===== src/hw/adc_cmd_pkg.sv =====
// Behaviour
// - 0000000X leaves, 0000001X enters low power
// - 0000010X synchronises, 0000011X resets registers
// - 10h continuous, 11h stop, 12h single read
// - Register read: 20h plus address, count
// - Register write: 40h plus address, count, data
// - Count byte holds registers minus one
// - Read data driven from sixteenth falling edge
// - Leave-low-power exits standby, else ignored
// - Standby stops conversions, keeps registers, port
// - Power-down pin low loses all registers
// - Synchronise abandons and restarts conversion
// - Reset command equals reset pin
// - Continuous mode presents each new result
// - Stop-continuous hides ready, conversions continue
// - Offset calibration averages sixteen, bypasses gain
// - Gain calibration stores gain correction value
// - Ready returns 64 periods after synchronise
// - Calibration completes within sixteen data periods
// - No calibration while sinc path selected
// - Result MSB first, then output low
// - Register write mutes output 63 readings
package adc_cmd_pkg;

  // ==========================================================
  // Command codes
  localparam logic [7:0] OP_CONT_ON = 8'h10;
  localparam logic [7:0] OP_CONT_OFF = 8'h11;
  localparam logic [7:0] OP_READ_ONE = 8'h12;
  localparam logic [7:0] OP_OFFSET_CAL = 8'h60;
  localparam logic [7:0] OP_GAIN_CAL = 8'h61;
  localparam logic [2:0] OP_REG_READ_HI = 3'h1;
  localparam logic [2:0] OP_REG_WRITE_HI = 3'h2;

  // ==========================================================
  // Register map
  localparam int REG_COUNT = 11;
  localparam logic [4:0] REG_ID = 5'h00;
  localparam logic [4:0] REG_CONFIG0 = 5'h01;
  localparam logic [4:0] REG_CONFIG1 = 5'h02;
  localparam logic [4:0] REG_OFFSET0 = 5'h05;
  localparam logic [4:0] REG_GAIN0 = 5'h08;
  localparam logic [4:0] REG_LAST = 5'h0A;
  localparam logic [REG_COUNT-1:0][7:0] REG_RESET = {
    8'h40, 8'h00, 8'h00, 8'h00, 8'h00, 8'h00, 8'h03, 8'h32, 8'h08, 8'h52, 8'h00
  };
  localparam logic [1:0] FILTER_SINC = 2'h1;

  // ==========================================================
  // Counts
  localparam logic [6:0] MUTE_SYNC = 7'h40;
  localparam logic [6:0] MUTE_WRITE = 7'h3F;
  localparam logic [6:0] MUTE_CAL = 7'h10;
  localparam logic [4:0] CAL_LAST = 5'h0F;
  localparam logic [2:0] BIT_LAST = 3'h7;
  localparam int FIFO_DEPTH = 4;
  localparam int WORD_BITS = 32;

  typedef enum logic [2:0] {
    ST_OPCODE = 3'b000,
    ST_RD_COUNT = 3'b001,
    ST_RD_DATA = 3'b010,
    ST_WR_COUNT = 3'b011,
    ST_WR_DATA = 3'b100
  } port_state_t;

  typedef struct packed {
    logic [4:0] addr;
    logic [4:0] left;
  } reg_xfer_t;

endpackage


===== src/hw/result_fifo.sv =====
`timescale 1ns/1ps
`default_nettype none
module result_fifo
#(
  parameter int WIDTH = 32,
  parameter int DEPTH = 4
)
(
  // Clock and reset
  input wire logic i_sys_clk,
  input wire logic i_rst,
  // Fill side
  input wire logic i_in_valid,
  input wire logic [WIDTH-1:0] i_in_data,
  output logic o_in_ready,
  // Drain side
  output logic o_out_valid,
  output logic [WIDTH-1:0] o_out_data,
  input wire logic i_out_ready
);

  localparam int AW = (DEPTH > 1) ? $clog2(DEPTH) : 1;

  logic [WIDTH-1:0] mem_reg [DEPTH];
  logic [AW-1:0] wr_ptr_reg;
  logic [AW-1:0] rd_ptr_reg;
  logic [AW:0] count_reg;
  logic push;
  logic pop;

  assign o_in_ready = (count_reg != (AW+1)'(DEPTH));
  assign o_out_valid = (count_reg != '0);
  assign o_out_data = mem_reg[rd_ptr_reg];
  assign push = i_in_valid && o_in_ready;
  assign pop = o_out_valid && i_out_ready;

  always_ff @(posedge i_sys_clk)
  begin
    if (push)
    begin
      mem_reg[wr_ptr_reg] <= i_in_data;
    end
  end

  always_ff @(posedge i_sys_clk or posedge i_rst)
  begin
    if (i_rst)
    begin
      wr_ptr_reg <= '0;
      rd_ptr_reg <= '0;
      count_reg <= '0;
    end
    else
    begin
      // Wrap explicitly so any depth works
      if (push)
      begin
        wr_ptr_reg <= (wr_ptr_reg == AW'(DEPTH - 1)) ? '0 : wr_ptr_reg + 1'b1;
      end
      if (pop)
      begin
        rd_ptr_reg <= (rd_ptr_reg == AW'(DEPTH - 1)) ? '0 : rd_ptr_reg + 1'b1;
      end
      if (push && !pop)
      begin
        count_reg <= count_reg + 1'b1;
      end
      else if (pop && !push)
      begin
        count_reg <= count_reg - 1'b1;
      end
    end
  end

endmodule
`default_nettype wire


===== src/hw/adc_serial_command_decoder.sv =====
`timescale 1ns/1ps
`default_nettype none
module adc_serial_command_decoder
  import adc_cmd_pkg::*;
#(
  parameter logic [3:0] ID_CODE = 4'h5, // arbitrary value
  parameter int FIFO_WORDS = FIFO_DEPTH
)
(
  // Clock and reset
  input wire logic i_sys_clk,
  input wire logic i_rst,
  // Serial port pins
  input wire logic i_sclk,
  input wire logic i_din,
  output logic o_dout,
  output logic o_result_ready_n,
  input wire logic i_power_down_n,
  // Conversion source
  input wire logic i_conv_valid,
  input wire logic [WORD_BITS-1:0] i_conv_data,
  output logic o_conv_ready,
  output logic o_conv_restart,
  output logic o_standby,
  // Correction control
  output logic o_gain_bypass,
  output logic o_corr_enable,
  output logic [23:0] o_offset_correction,
  output logic [23:0] o_gain_correction,
  output logic [7:0] o_config0,
  output logic [7:0] o_config1
);

  // ==========================================================
  // Pin synchronisers
  logic [2:0] sclk_s_reg;
  logic [2:0] din_s_reg;
  logic [2:0] pd_s_reg;
  logic sclk_lvl_reg;
  logic din_lvl_reg;
  logic pd_lvl_reg;
  logic sclk_rise;
  logic sclk_fall;
  logic power_down;

  always_ff @(posedge i_sys_clk or posedge i_rst)
  begin
    if (i_rst)
    begin
      sclk_s_reg <= '0;
      din_s_reg <= '0;
      pd_s_reg <= 3'h7;
      sclk_lvl_reg <= 1'b0;
      din_lvl_reg <= 1'b0;
      pd_lvl_reg <= 1'b1;
    end
    else
    begin
      sclk_s_reg <= {sclk_s_reg[1:0], i_sclk};
      din_s_reg <= {din_s_reg[1:0], i_din};
      pd_s_reg <= {pd_s_reg[1:0], i_power_down_n};
      if (sclk_s_reg[1] == sclk_s_reg[2])
      begin
        sclk_lvl_reg <= sclk_s_reg[2];
      end
      if (din_s_reg[1] == din_s_reg[2])
      begin
        din_lvl_reg <= din_s_reg[2];
      end
      if (pd_s_reg[1] == pd_s_reg[2])
      begin
        pd_lvl_reg <= pd_s_reg[2];
      end
    end
  end

  assign sclk_rise = (sclk_s_reg[1] == sclk_s_reg[2]) && sclk_s_reg[2] && !sclk_lvl_reg;
  assign sclk_fall = (sclk_s_reg[1] == sclk_s_reg[2]) && !sclk_s_reg[2] && sclk_lvl_reg;
  assign power_down = !pd_lvl_reg;

  // ==========================================================
  // Byte receiver
  logic [6:0] rx_shift_reg;
  logic [2:0] bit_cnt_reg;
  logic byte_done;
  logic [7:0] rx_byte;
  logic soft_rst;

  // Data line is taken from din_lvl_reg, one stage behind the edge detect on sclk_s_reg
  assign rx_byte = {rx_shift_reg, din_lvl_reg};
  assign byte_done = sclk_rise && (bit_cnt_reg == BIT_LAST);

  always_ff @(posedge i_sys_clk or posedge i_rst)
  begin
    if (i_rst)
    begin
      rx_shift_reg <= '0;
      bit_cnt_reg <= '0;
    end
    else if (power_down)
    begin
      rx_shift_reg <= '0;
      bit_cnt_reg <= '0;
    end
    else if (sclk_rise)
    begin
      rx_shift_reg <= rx_byte[6:0];
      bit_cnt_reg <= bit_cnt_reg + 1'b1;
    end
  end

  // ==========================================================
  // Command decode
  port_state_t state_reg;
  reg_xfer_t xfer_reg;
  logic op_byte;
  logic cmd_wake;
  logic cmd_standby;
  logic cmd_sync;
  logic cmd_reset;
  logic cmd_cont_on;
  logic cmd_cont_off;
  logic cmd_read_one;
  logic cmd_offset_cal;
  logic cmd_gain_cal;
  logic reg_write;

  assign op_byte = byte_done && (state_reg == ST_OPCODE);
  assign cmd_wake = op_byte && (rx_byte[7:1] == 7'h00);
  assign cmd_standby = op_byte && (rx_byte[7:1] == 7'h01);
  assign cmd_sync = op_byte && (rx_byte[7:1] == 7'h02);
  assign cmd_reset = op_byte && (rx_byte[7:1] == 7'h03);
  assign cmd_cont_on = op_byte && (rx_byte == OP_CONT_ON);
  assign cmd_cont_off = op_byte && (rx_byte == OP_CONT_OFF);
  assign cmd_read_one = op_byte && (rx_byte == OP_READ_ONE);
  assign cmd_offset_cal = op_byte && (rx_byte == OP_OFFSET_CAL);
  assign cmd_gain_cal = op_byte && (rx_byte == OP_GAIN_CAL);
  assign reg_write = byte_done && (state_reg == ST_WR_DATA);

  always_ff @(posedge i_sys_clk or posedge i_rst)
  begin
    if (i_rst)
    begin
      state_reg <= ST_OPCODE;
      xfer_reg <= '0;
    end
    else if (power_down)
    begin
      state_reg <= ST_OPCODE;
      xfer_reg <= '0;
    end
    else if (byte_done)
    begin
      case (state_reg)
        ST_OPCODE:
        begin
          xfer_reg.addr <= rx_byte[4:0];
          if (rx_byte[7:5] == OP_REG_READ_HI)
          begin
            state_reg <= ST_RD_COUNT;
          end
          else if (rx_byte[7:5] == OP_REG_WRITE_HI)
          begin
            state_reg <= ST_WR_COUNT;
          end
        end
        ST_RD_COUNT:
        begin
          xfer_reg.left <= rx_byte[4:0];
          state_reg <= ST_RD_DATA;
        end
        ST_WR_COUNT:
        begin
          xfer_reg.left <= rx_byte[4:0];
          state_reg <= ST_WR_DATA;
        end
        ST_RD_DATA, ST_WR_DATA:
        begin
          xfer_reg.addr <= xfer_reg.addr + 1'b1;
          xfer_reg.left <= xfer_reg.left - 1'b1;
          if (xfer_reg.left == '0)
          begin
            state_reg <= ST_OPCODE;
          end
        end
        default:
        begin
          state_reg <= ST_OPCODE;
        end
      endcase
    end
  end

  // ==========================================================
  // Register file
  logic [REG_COUNT-1:0][7:0] regs_reg;
  logic cal_done;
  logic cal_gain_reg;
  logic [23:0] cal_value;
  logic sinc_path;

  function automatic logic [7:0] reg_read(input logic [4:0] addr,
                                          input logic [REG_COUNT-1:0][7:0] regs);
    if (addr == REG_ID)
    begin
      reg_read = {ID_CODE, 4'h0};
    end
    else if (addr <= REG_LAST)
    begin
      reg_read = regs[addr];
    end
    else
    begin
      reg_read = 8'h00;
    end
  endfunction

  always_ff @(posedge i_sys_clk or posedge i_rst)
  begin
    if (i_rst)
    begin
      regs_reg <= REG_RESET;
    end
    else if (soft_rst)
    begin
      regs_reg <= REG_RESET;
    end
    else if (cal_done)
    begin
      for (int i = 0; i < 3; i++)
      begin
        if (cal_gain_reg)
        begin
          regs_reg[REG_GAIN0 + 5'(i)] <= cal_value[8*i +: 8];
        end
        else
        begin
          regs_reg[REG_OFFSET0 + 5'(i)] <= cal_value[8*i +: 8];
        end
      end
    end
    else if (reg_write && (xfer_reg.addr != REG_ID) && (xfer_reg.addr <= REG_LAST))
    begin
      regs_reg[xfer_reg.addr] <= rx_byte;
    end
  end

  assign o_config0 = regs_reg[REG_CONFIG0];
  assign o_config1 = regs_reg[REG_CONFIG1];
  assign o_offset_correction = {regs_reg[REG_OFFSET0 + 5'h2], regs_reg[REG_OFFSET0 + 5'h1],
                                regs_reg[REG_OFFSET0]};
  assign o_gain_correction = {regs_reg[REG_GAIN0 + 5'h2], regs_reg[REG_GAIN0 + 5'h1],
                              regs_reg[REG_GAIN0]};
  assign sinc_path = (regs_reg[REG_CONFIG0][1:0] == FILTER_SINC);
  assign o_corr_enable = !sinc_path;

  // ==========================================================
  // Operating modes
  logic cont_reg;
  logic standby_reg;
  logic read_one_reg;
  logic restart_reg;
  logic reset_cmd_reg;
  logic [6:0] mute_reg;
  logic pop;
  logic present;
  logic cal_start;

  assign soft_rst = power_down || reset_cmd_reg;

  always_ff @(posedge i_sys_clk or posedge i_rst)
  begin
    if (i_rst)
    begin
      cont_reg <= 1'b1;
      standby_reg <= 1'b0;
      read_one_reg <= 1'b0;
      restart_reg <= 1'b0;
      reset_cmd_reg <= 1'b0;
      mute_reg <= '0;
    end
    else
    begin
      reset_cmd_reg <= cmd_reset;
      restart_reg <= soft_rst || cmd_sync || reg_write;
      if (soft_rst)
      begin
        cont_reg <= 1'b1;
        // Pin power-down shows as standby directly, so release wakes at once
        standby_reg <= 1'b0;
        read_one_reg <= 1'b0;
        mute_reg <= '0;
      end
      else
      begin
        if (cmd_standby)
        begin
          standby_reg <= 1'b1;
        end
        else if (cmd_wake)
        begin
          standby_reg <= 1'b0;
        end
        if (cmd_cont_on)
        begin
          cont_reg <= 1'b1;
        end
        else if (cmd_cont_off)
        begin
          cont_reg <= 1'b0;
        end
        if (cmd_read_one)
        begin
          read_one_reg <= 1'b1;
        end
        else if (present)
        begin
          read_one_reg <= 1'b0;
        end
        // Readings that follow a synchronise or register-write restart are unsettled, so they are withheld
        if (cmd_sync)
        begin
          mute_reg <= MUTE_SYNC;
        end
        else if (reg_write)
        begin
          mute_reg <= MUTE_WRITE;
        end
        else if (cal_start)
        begin
          mute_reg <= MUTE_CAL;
        end
        else if (pop && (mute_reg != '0))
        begin
          mute_reg <= mute_reg - 1'b1;
        end
      end
    end
  end

  assign o_conv_restart = restart_reg;
  assign o_standby = standby_reg || power_down;

  // ==========================================================
  // Result buffer
  logic fifo_valid;
  logic [WORD_BITS-1:0] fifo_data;
  logic drain_ready;

  // A register read owns the output line, so results back up meanwhile
  assign drain_ready = !standby_reg && !power_down && (state_reg != ST_RD_DATA);
  assign pop = fifo_valid && drain_ready;
  assign present = pop && (mute_reg == '0) && (cont_reg || read_one_reg);

  result_fifo #(
    .WIDTH(WORD_BITS),
    .DEPTH(FIFO_WORDS)
  ) u_fifo (
    .i_sys_clk(i_sys_clk),
    .i_rst(i_rst),
    .i_in_valid(i_conv_valid),
    .i_in_data(i_conv_data),
    .o_in_ready(o_conv_ready),
    .o_out_valid(fifo_valid),
    .o_out_data(fifo_data),
    .i_out_ready(drain_ready)
  );

  // ==========================================================
  // Output shifter
  logic [WORD_BITS-1:0] out_reg;
  logic ready_n_reg;

  always_ff @(posedge i_sys_clk or posedge i_rst)
  begin
    if (i_rst)
    begin
      out_reg <= '0;
      ready_n_reg <= 1'b1;
    end
    else if (soft_rst)
    begin
      out_reg <= '0;
      ready_n_reg <= 1'b1;
    end
    else if (present)
    begin
      out_reg <= fifo_data;
      ready_n_reg <= 1'b0;
    end
    else if (sclk_fall)
    begin
      ready_n_reg <= 1'b1;
      if ((state_reg == ST_RD_DATA) && (bit_cnt_reg == '0))
      begin
        out_reg <= {reg_read(xfer_reg.addr, regs_reg), 24'h000000};
      end
      else
      begin
        out_reg <= {out_reg[WORD_BITS-2:0], 1'b0};
      end
    end
  end

  assign o_dout = out_reg[WORD_BITS-1];
  assign o_result_ready_n = ready_n_reg;

  // ==========================================================
  // Calibration engine
  logic cal_active_reg;
  logic [4:0] cal_cnt_reg;
  logic [35:0] cal_sum_reg;
  logic [35:0] cal_total;

  assign cal_start = (cmd_offset_cal || cmd_gain_cal) && !sinc_path;
  assign cal_total = cal_sum_reg + {{4{fifo_data[WORD_BITS-1]}}, fifo_data};
  assign cal_done = cal_active_reg && pop && (cal_cnt_reg == CAL_LAST);
  // Average of sixteen is the sum shifted by four; top 24 bits kept
  assign cal_value = cal_total[35:12];
  assign o_gain_bypass = cal_active_reg && !cal_gain_reg;

  always_ff @(posedge i_sys_clk or posedge i_rst)
  begin
    if (i_rst)
    begin
      cal_active_reg <= 1'b0;
      cal_gain_reg <= 1'b0;
      cal_cnt_reg <= '0;
      cal_sum_reg <= '0;
    end
    else if (soft_rst || cmd_sync || reg_write)
    begin
      cal_active_reg <= 1'b0;
      cal_cnt_reg <= '0;
      cal_sum_reg <= '0;
    end
    else if (cal_start)
    begin
      cal_active_reg <= 1'b1;
      cal_gain_reg <= cmd_gain_cal;
      cal_cnt_reg <= '0;
      cal_sum_reg <= '0;
    end
    else if (cal_active_reg && pop)
    begin
      cal_sum_reg <= cal_total;
      cal_cnt_reg <= cal_cnt_reg + 1'b1;
      if (cal_done)
      begin
        cal_active_reg <= 1'b0;
      end
    end
  end

endmodule
`default_nettype wire


===== config.mk =====
export PLATFORM = sky130hd
export DESIGN_NAME = adc_serial_command_decoder
export DESIGN_NICKNAME = d
export VERILOG_FILES = /design/src/hw/adc_cmd_pkg.sv /design/src/hw/result_fifo.sv /design/src/hw/adc_serial_command_decoder.sv
export SDC_FILE = /design/constraint.sdc
export NUM_CORES = 1
export LEC_CHECK = 0
export BUFFER_PORTS_ARGS = -buffer_cell sky130_fd_sc_hd__clkbuf_2
export CORE_UTILIZATION = 50
export CTS_CLUSTER_SIZE = 30
export DETAILED_ROUTE_END_ITERATION = 7
export PLACE_DENSITY = 0.67
export SETUP_SLACK_MARGIN = 0.3
export SLEW_MARGIN = 20
export SYNTH_ARGS = -nofsm -noshare
export SYNTH_HDL_FRONTEND = slang
export SYNTH_HIERARCHICAL = 1
export SYNTH_SLANG_ARGS = --single-unit

===== constraint.sdc =====
create_clock -name i_sys_clk -period 8.85 [get_ports i_sys_clk]
set_input_delay 1.3275 -clock i_sys_clk [delete_from_list [all_inputs] [get_ports i_sys_clk]]
set_output_delay 1.3275 -clock i_sys_clk [all_outputs]
set_load 0.02 [all_outputs]

==> results.tsv, run 1 <==
stage	metric	value	unit
clock_tree	numClockSinks	346	
placement	numPortBuffers	108	
cells_and_area	final_common_cell	nand2_1	
cells_and_area	area_growth_syn_to_layout	8.95	%
clock_tree	root_buffer	clkbuf_16	
synth	synth_seq_area_share	51.8	%
pwr	p_per_area	260	mW/mm^2
run_status	outcome	complete, no violations	
synth	ys.flop_type	dfrtp_1	
global_route	grt_start_max_net_pins	133	
floorplan	dieHeight	192	microns
cells_and_area	final_nets	1800	
worst_setup_path	worst_setup_path_start_kind	flop	
pwr	p_sw_share	33.4	%
drt	drt_pre_antenna_iters	6	
pwr	internal-power	3.40	mW
drt	avgRoutedWirePerCell	20.5	microns
clock_tree	cts_made_buffers	39	
cells_and_area	layout_common_cells	284 x nand2_1, 201 x dfrtp_1, 148 x a21oi_1	
timing	fin_tns_setup	0	ns
synth	postSynthAreaPerCell	10.5	sq um
placement	dpl.hpwl	30.2	mm
synth	synth-seq-cells	346	
global_route	antenna_found_initial	0	
worst_setup_path	critPathKind	flop to flop	
synth	synth_top_area_share	28.1	%
timing	final.setup_skew	0.0353	ns
synth	yosysTopAreaCell	dfrtp_1	
synth	synth.area.top_cells	dfrtp_1 28%, edfxtp_1 21%, nand2_1 5.9%	
cells_and_area	drive_above_1_share	16.3	%
floorplan	initial_utilization	50.7	%
worst_setup_path	arrival	4.92	ns
placement	dp_slack	4.37	ns
timing	rsz0062_at_grt	no	
drt	avgViaCountPerCell	5.95	
worst_setup_path	path_buf_inv	1	
synth	synth_warnings	6	
global_route	grt_use_total	25.0	%
clock_tree	clk_pin_slew	0.06	ns
run	cap_violations	0	
worst_setup_path	critPathMaxStageDelay	0.60	ns
worst_setup_path	path_max_fanout	31	
clock_tree	cts_resized	0	
cells_and_area	largest_reg_flops	128	
pwr	pwr-share-comb	29.0	%
min_path	hp-class	flop to flop	
global_route	overflow	0	
worst_setup_path	critPathSlowestCell	mux4_2	
drt	drc	0	
floorplan	coreArea	0.0355	sq mm
timing	drv_slew	0	
worst_setup_path	worstPathRequired	9.31	ns
worst_setup_path	worstPathCellList	buf_4 -> mux4_2 -> ha_1 -> fa_1 -> a21o_1 -> a221oi_2 -> o21a_1 -> o221ai_1 -> a21oi_1 -> o21ai_0 -> a31o_2 -> mux2i_1 -> nor3_1	
synth	synth_edf_count	128	
synth	async_reset_ff_share	63.0	%
pwr	sequentialPowerShare	39.1	%
synth	syn_area	0.0180	sq mm
cells_and_area	antenna_cells	0	
pwr	switching_power	1.71	mW
worst_setup_path	crit_family	compound AO/OA/AOI/OAI gates	
drt	vias	13076	
clock_tree	cts_tree	yes	
floorplan	io_pins	109	
synth	synth.net_count	1810	
timing	final_hold_viol_count	0	
synth	syn-instance-count	1716	
timing	fin_crit	4.46	ns
synth	ys_types	75	
floorplan	die_x	192	microns
timing	worst_slew_pin_slew	1.05	ns
timing	whs	0.346	ns
clock_tree	h-tree-depth	2	
drt	wirelength	44.9	mm
timing	period_share	50.4	%
global_route	grt_pass1_vias	12620	
clock_tree	cts_buffer_depth	3	
floorplan	rows	69	
timing	slew_headroom	29.8	%
pwr	vdd_drop_max	187	uV
timing	setup_viol	0	
timing	fmax	224	MHz
drt	ant_nets	0	
clock_tree	clock_latency	0.55	ns
placement	gp_congestion	0.905	
drt	drtIter0Drc	1101	
pwr	leakagePower	8.01	nW
floorplan	die_area	0.0367	sq mm
clock_tree	postCtsSetupBuffers	0	
timing	setup_ws	4.39	ns
clock_tree	holdBufCountCts	0	
global_route	grt_pass1_wl	71.0	mm
pwr	clockPowerShare	32.0	%
worst_setup_path	end_kind	flop	
routing by layer:
metal	wire length, microns	share of wire [%]	GRT usage [%]	vias to the layer above
met5	0	0	0	-
met4	1050	2.3	6.99	0
met1	20300	45	36.6	6440
met2	20500	46	38.5	480
met3	3060	6.8	3.78	78
li1	-	-	-	6078
area by class of cell:
cell class / instances / area, sq um
Sequential cell: 346 / 9320
Multi-Input combinational cell: 1164 / 7620
Clock inverter: 15 / 165
Clock buffer: 55 / 1120
Tap cell: 461 / 577
Inverter: 29 / 116
Fill cell: 3038 / 15900
Timing Repair Buffer: 126 / 679
cells by family (layout without fill, tap and decap cells):
logic type                 count (synthesis)  in the layout  synth area share [%]
muxes                                     78             78                  7.82
xor gates and xnor gates                  47             47                  2.29
AOI/OAI and AO/OA                        419            419                  14.1
and+or+nand+nor                          562            562                  13.8
adders and majority gates                 58             58                  4.09
DFF                                      346            346                  51.8
buffers and inverters                    206            225                  6.05
through the flow:
stage          std cells  total power, mW  utilization [%]  cell area, sq um
2_1_floorplan       1716             3.11                -             18000
3_3_place_gp        2126             3.46             51.6             18300
3_5_place_dp        2126             3.49             51.6             18300
4_1_cts             2196             5.13             55.2             19600
5_1_grt             2196             5.35             55.2             19600
6_report            2196             5.10             55.2             19600
power groups by stage:
stage | clock network [mW] | registers [mW] | logic, mW
floorplan | 0 | 1.98 | 1.13
global placement | 0 | 2.01 | 1.45
detailed placement | 0 | 2.02 | 1.47
CTS | 1.66 | 1.99 | 1.48
global route | 1.71 | 2.01 | 1.63
finish | 1.63 | 1.99 | 1.48
worst paths after layout:
kind,slack [ns],endpoint,startpoint,depth (start not counted)
setup / recovery,4.39,o_gain_correction[16],u_fifo/rd_ptr_reg[0],13
hold / removal,0.35,din_s_reg[1],din_s_reg[0],0
setup reg to reg,4.39,o_gain_correction[16],u_fifo/rd_ptr_reg[0],13
hold reg to reg,0.35,din_s_reg[1],din_s_reg[0],0
max in group asynchronous,6.53,o_offset_correction[18],i_rst,3
min in group asynchronous,0.81,u_fifo/wr_ptr_reg[1],i_rst,2
cells in the mapped netlist (all sizes together) (17+ instances only):
library cell	n
xnor2	26
o21ai	84
mux2i	22
and3	18
dfrtp	202
buf	93
clkbuf	84
and2	23
a211oi	17
nor2	125
inv	29
ha	54
nand2	286
a31oi	53
a21oi	153
o31ai	36
edfxtp	128
nor3	22
nand3	33
xor2	21
mux4	48
No activity file was read; power rests on OpenSTA's default activity.
==> inputs of run 2 (changes only) <==
- PLACE_DENSITY: 0.67 -> 0.69
- clock period: 8.85 -> 3.9 ns (I/O delays scaled with it)
==> results.tsv, run 2 (synthesized netlist as in run 1, its figures left out) <==
stage	metric	value	unit	change
run_status	outcome	complete, no violations		
clock_tree	clock_latency	0.56	ns	about the same
global_route	grt_use_total	26.0	%	+1.1 points
timing	fin_crit	3.68	ns	-0.781 ns
cells_and_area	largest_reg_flops	128		unchanged
worst_setup_path	critPathMaxStageDelay	0.59	ns	about the same
clock_tree	root_buffer	clkbuf_16		
floorplan	die_x	192	microns	unchanged
worst_setup_path	reg2reg_from	u_fifo/rd_ptr_reg[0]		
worst_setup_path	critPathSlowestCell	mux4_2		
min_path	min_path_cells	1		+1
clock_tree	numClockSinks	346		unchanged
placement	place_area	0.0186	sq mm	+1.7%
pwr	switching_power	4.30	mW	+150%
clock_tree	cts_tree	yes		
worst_setup_path	reg2regPathDepth	14		+1
pwr	pwr-share-comb	35.5	%	+6.5 points
drt	vias	13582		+3.9%
global_route	overflow	0		unchanged
drt	drt_pre_antenna_iters	5		-1
pwr	internal-power	8.33	mW	+150%
worst_setup_path	worst_setup_path_start_kind	flop		
timing	fmax	271	MHz	+21%
placement	dpl.hpwl	31.3	mm	+3.5%
worst_setup_path	crit_family	compound AO/OA/AOI/OAI gates		
cells_and_area	final_cell_area	0.0211	sq mm	+7.7%
worst_setup_path	worstPathCellList	buf_12 -> buf_16 -> mux4_2 -> ha_4 -> a21o_1 -> a31o_2 -> o211ai_1 -> buf_4 -> a211oi_4 -> or4_4 -> a311oi_2 -> xnor2_1 -> nor2_2 -> o31ai_2		
cells_and_area	final_nets	1880		+4.4%
worst_setup_path	ff2ff_setup_slack	0.22	ns	-4.17 ns
run	cap_violations	0		unchanged
floorplan	io_pins	109		unchanged
timing	drv_slew	0		unchanged
worst_setup_path	arrival	4.15	ns	-0.77 ns
clock_tree	cts_buffer_depth	3		unchanged
pwr	vdd_drop_max	414	uV	+120%
floorplan	die_area	0.0367	sq mm	unchanged
drt	ant_nets	0		unchanged
placement	numPortBuffers	108		unchanged
drt	wirelength	47.6	mm	+5.9%
floorplan	coreArea	0.0355	sq mm	unchanged
timing	worst_slew_pin_slew	1.06	ns	+0.00537 ns
min_path	hp-class	primary input to flop		
drt	avgRoutedWirePerCell	20.9	microns	+2.2%
cells_and_area	area_growth_syn_to_layout	17.3	%	
cells_and_area	antenna_cells	0		unchanged
cells_and_area	drive_above_1_share	25.0	%	+8.7 points
drt	drtIter0Drc	1246		+13%
worst_setup_path	end_kind	flop		
pwr	p_per_area	599	mW/mm^2	+130%
timing	slew_headroom	29.3	%	-0.53 points
timing	setup_viol	0		unchanged
timing	fin_tns_setup	0	ns	unchanged
min_path	min_to	pd_s_reg[0]		
placement	place_inst	2162		+1.7%
pwr	sequentialPowerShare	35.8	%	-3.3 points
worst_setup_path	path_max_fanout	5		-84%
timing	final_hold_viol_count	0		unchanged
global_route	grt_pass1_wl	73.2	mm	+3.0%
worst_setup_path	critPathKind	flop to flop		
clock_tree	h-tree-depth	2		unchanged
clock_tree	cts_made_buffers	39		unchanged
pwr	p_sw_share	34.0	%	+0.60 points
global_route	grt_start_max_net_pins	92		-31%
worst_setup_path	worstPathRequired	4.37	ns	-4.94 ns
clock_tree	clk_pin_slew	0.06	ns	about the same
drt	avgViaCountPerCell	5.97		+0.22%
worst_setup_path	path_buf_inv	3		+2
timing	rsz0062_at_grt	yes		
drt	drc	0		unchanged
global_route	antenna_found_initial	0		unchanged
cells_and_area	layout.cells.non_filler	2276		+3.6%
floorplan	rows	69		unchanged
cells_and_area	final_common_cell	nand2_1		
worst_setup_path	reg2reg_to	o_offset_correction[19]		
timing	final.setup_skew	0.0194	ns	-0.0159 ns
global_route	grt_pass1_vias	12966		+2.7%
timing	period_share	94.5	%	+44 points
pwr	clockPowerShare	28.7	%	-3.3 points
placement	gp_congestion	0.942		+4.1%
cells_and_area	fill_cells	2769		-8.9%
floorplan	dieHeight	192	microns	unchanged
floorplan	initial_utilization	50.7	%	unchanged
min_path	min_from	i_power_down_n		
pwr	leakagePower	8.51	nW	+6.3%
cells_and_area	layout_common_cells	277 x nand2_1, 201 x dfrtp_1, 136 x a21oi_1		
## run 2: cell count changes in the layout (fill, tap and decap cells not counted), sizes merged
cell | before | now
clkinvlp | 0 | 1
inv | 31 | 30
clkbuf | 163 | 166
clkinv | 10 | 8
bufinv | 3 | 2
buf | 18 | 97
dlygate4sd3 | 0 | 1
## run 2: worst max-delay path by stage
stage,from,to,slack [ns],depth (start not counted)
2_1_floorplan,u_fifo/rd_ptr_reg[0],o_offset_correction[22],0.31,14
3_3_place_gp,u_fifo/rd_ptr_reg[0],o_gain_correction[19],0.16,12
3_5_place_dp,u_fifo/rd_ptr_reg[0],o_gain_correction[16],0.09,13
4_1_cts,u_fifo/rd_ptr_reg[0],cal_sum_reg[22],0.26,14
5_1_grt,u_fifo/rd_ptr_reg[0],o_offset_correction[19],0.11,14
6_report,u_fifo/rd_ptr_reg[0],o_offset_correction[19],0.22,14
## run 2: routing by layer
metal / GRT usage, % / vias to the layer above / part of all wire, %
li1: - / 6225 / -
met1: 36.9 / 6744 / 44
met2: 40.7 / 522 / 47
met3: 4.60 / 91 / 6.7
met4: 8.27 / 0 / 2.9
met5: 0 / - / 0
## run 2: timing repair
| item | CTS | global route |
|---|---|---|
| hold buffers | 1 | 0 |
| cloned | 3 | 0 |
| pin swaps | 29 | 62 |
| setup buffers | 17 | 23 |
| setup endpoints to repair | 40 | 60 |
| hold endpoints to repair | 3 | 0 |
| gates resized for setup | 57 | 88 |
## run 2: final cells by class
class | instances | area [sq um] | share of cell area (%)
Tap cell | 461 | 577 | 2.73
Timing Repair Buffer | 206 | 1470 | 6.98
Clock buffer | 58 | 1120 | 5.30
Sequential cell | 346 | 9320 | 44.2
Multi-Input combinational cell | 1164 | 8350 | 39.6
Inverter | 29 | 113 | 0.534
Clock inverter | 12 | 154 | 0.729
## run 2: power groups by stage
stage	Combinational, mW	Clock [mW]	Sequential [mW]
3_5_place_dp	3.52	0	4.57
5_1_grt	4.80	3.85	4.56
4_1_cts	4.04	3.71	4.52
6_report	4.48	3.63	4.52
3_3_place_gp	3.48	0	4.55
2_1_floorplan	2.57	0	4.50
## run 2: metrics by stage
| step | worst slack (ns) | utilization (%) | hold slack [ns] | total power, mW |
|---|---|---|---|---|
| CTS | 0.263 | 57.7 | 0.0861 | 12.3 |
| detailed placement | 0.0877 | 52.5 | 0.346 | 8.09 |
| floorplan | 0.309 | - | 0.331 | 7.07 |
| finish | 0.216 | 59.5 | 0.113 | 12.6 |
| global route | 0.111 | 59.5 | 0.0942 | 13.2 |
| global placement | 0.155 | 52.5 | 0.336 | 8.03 |
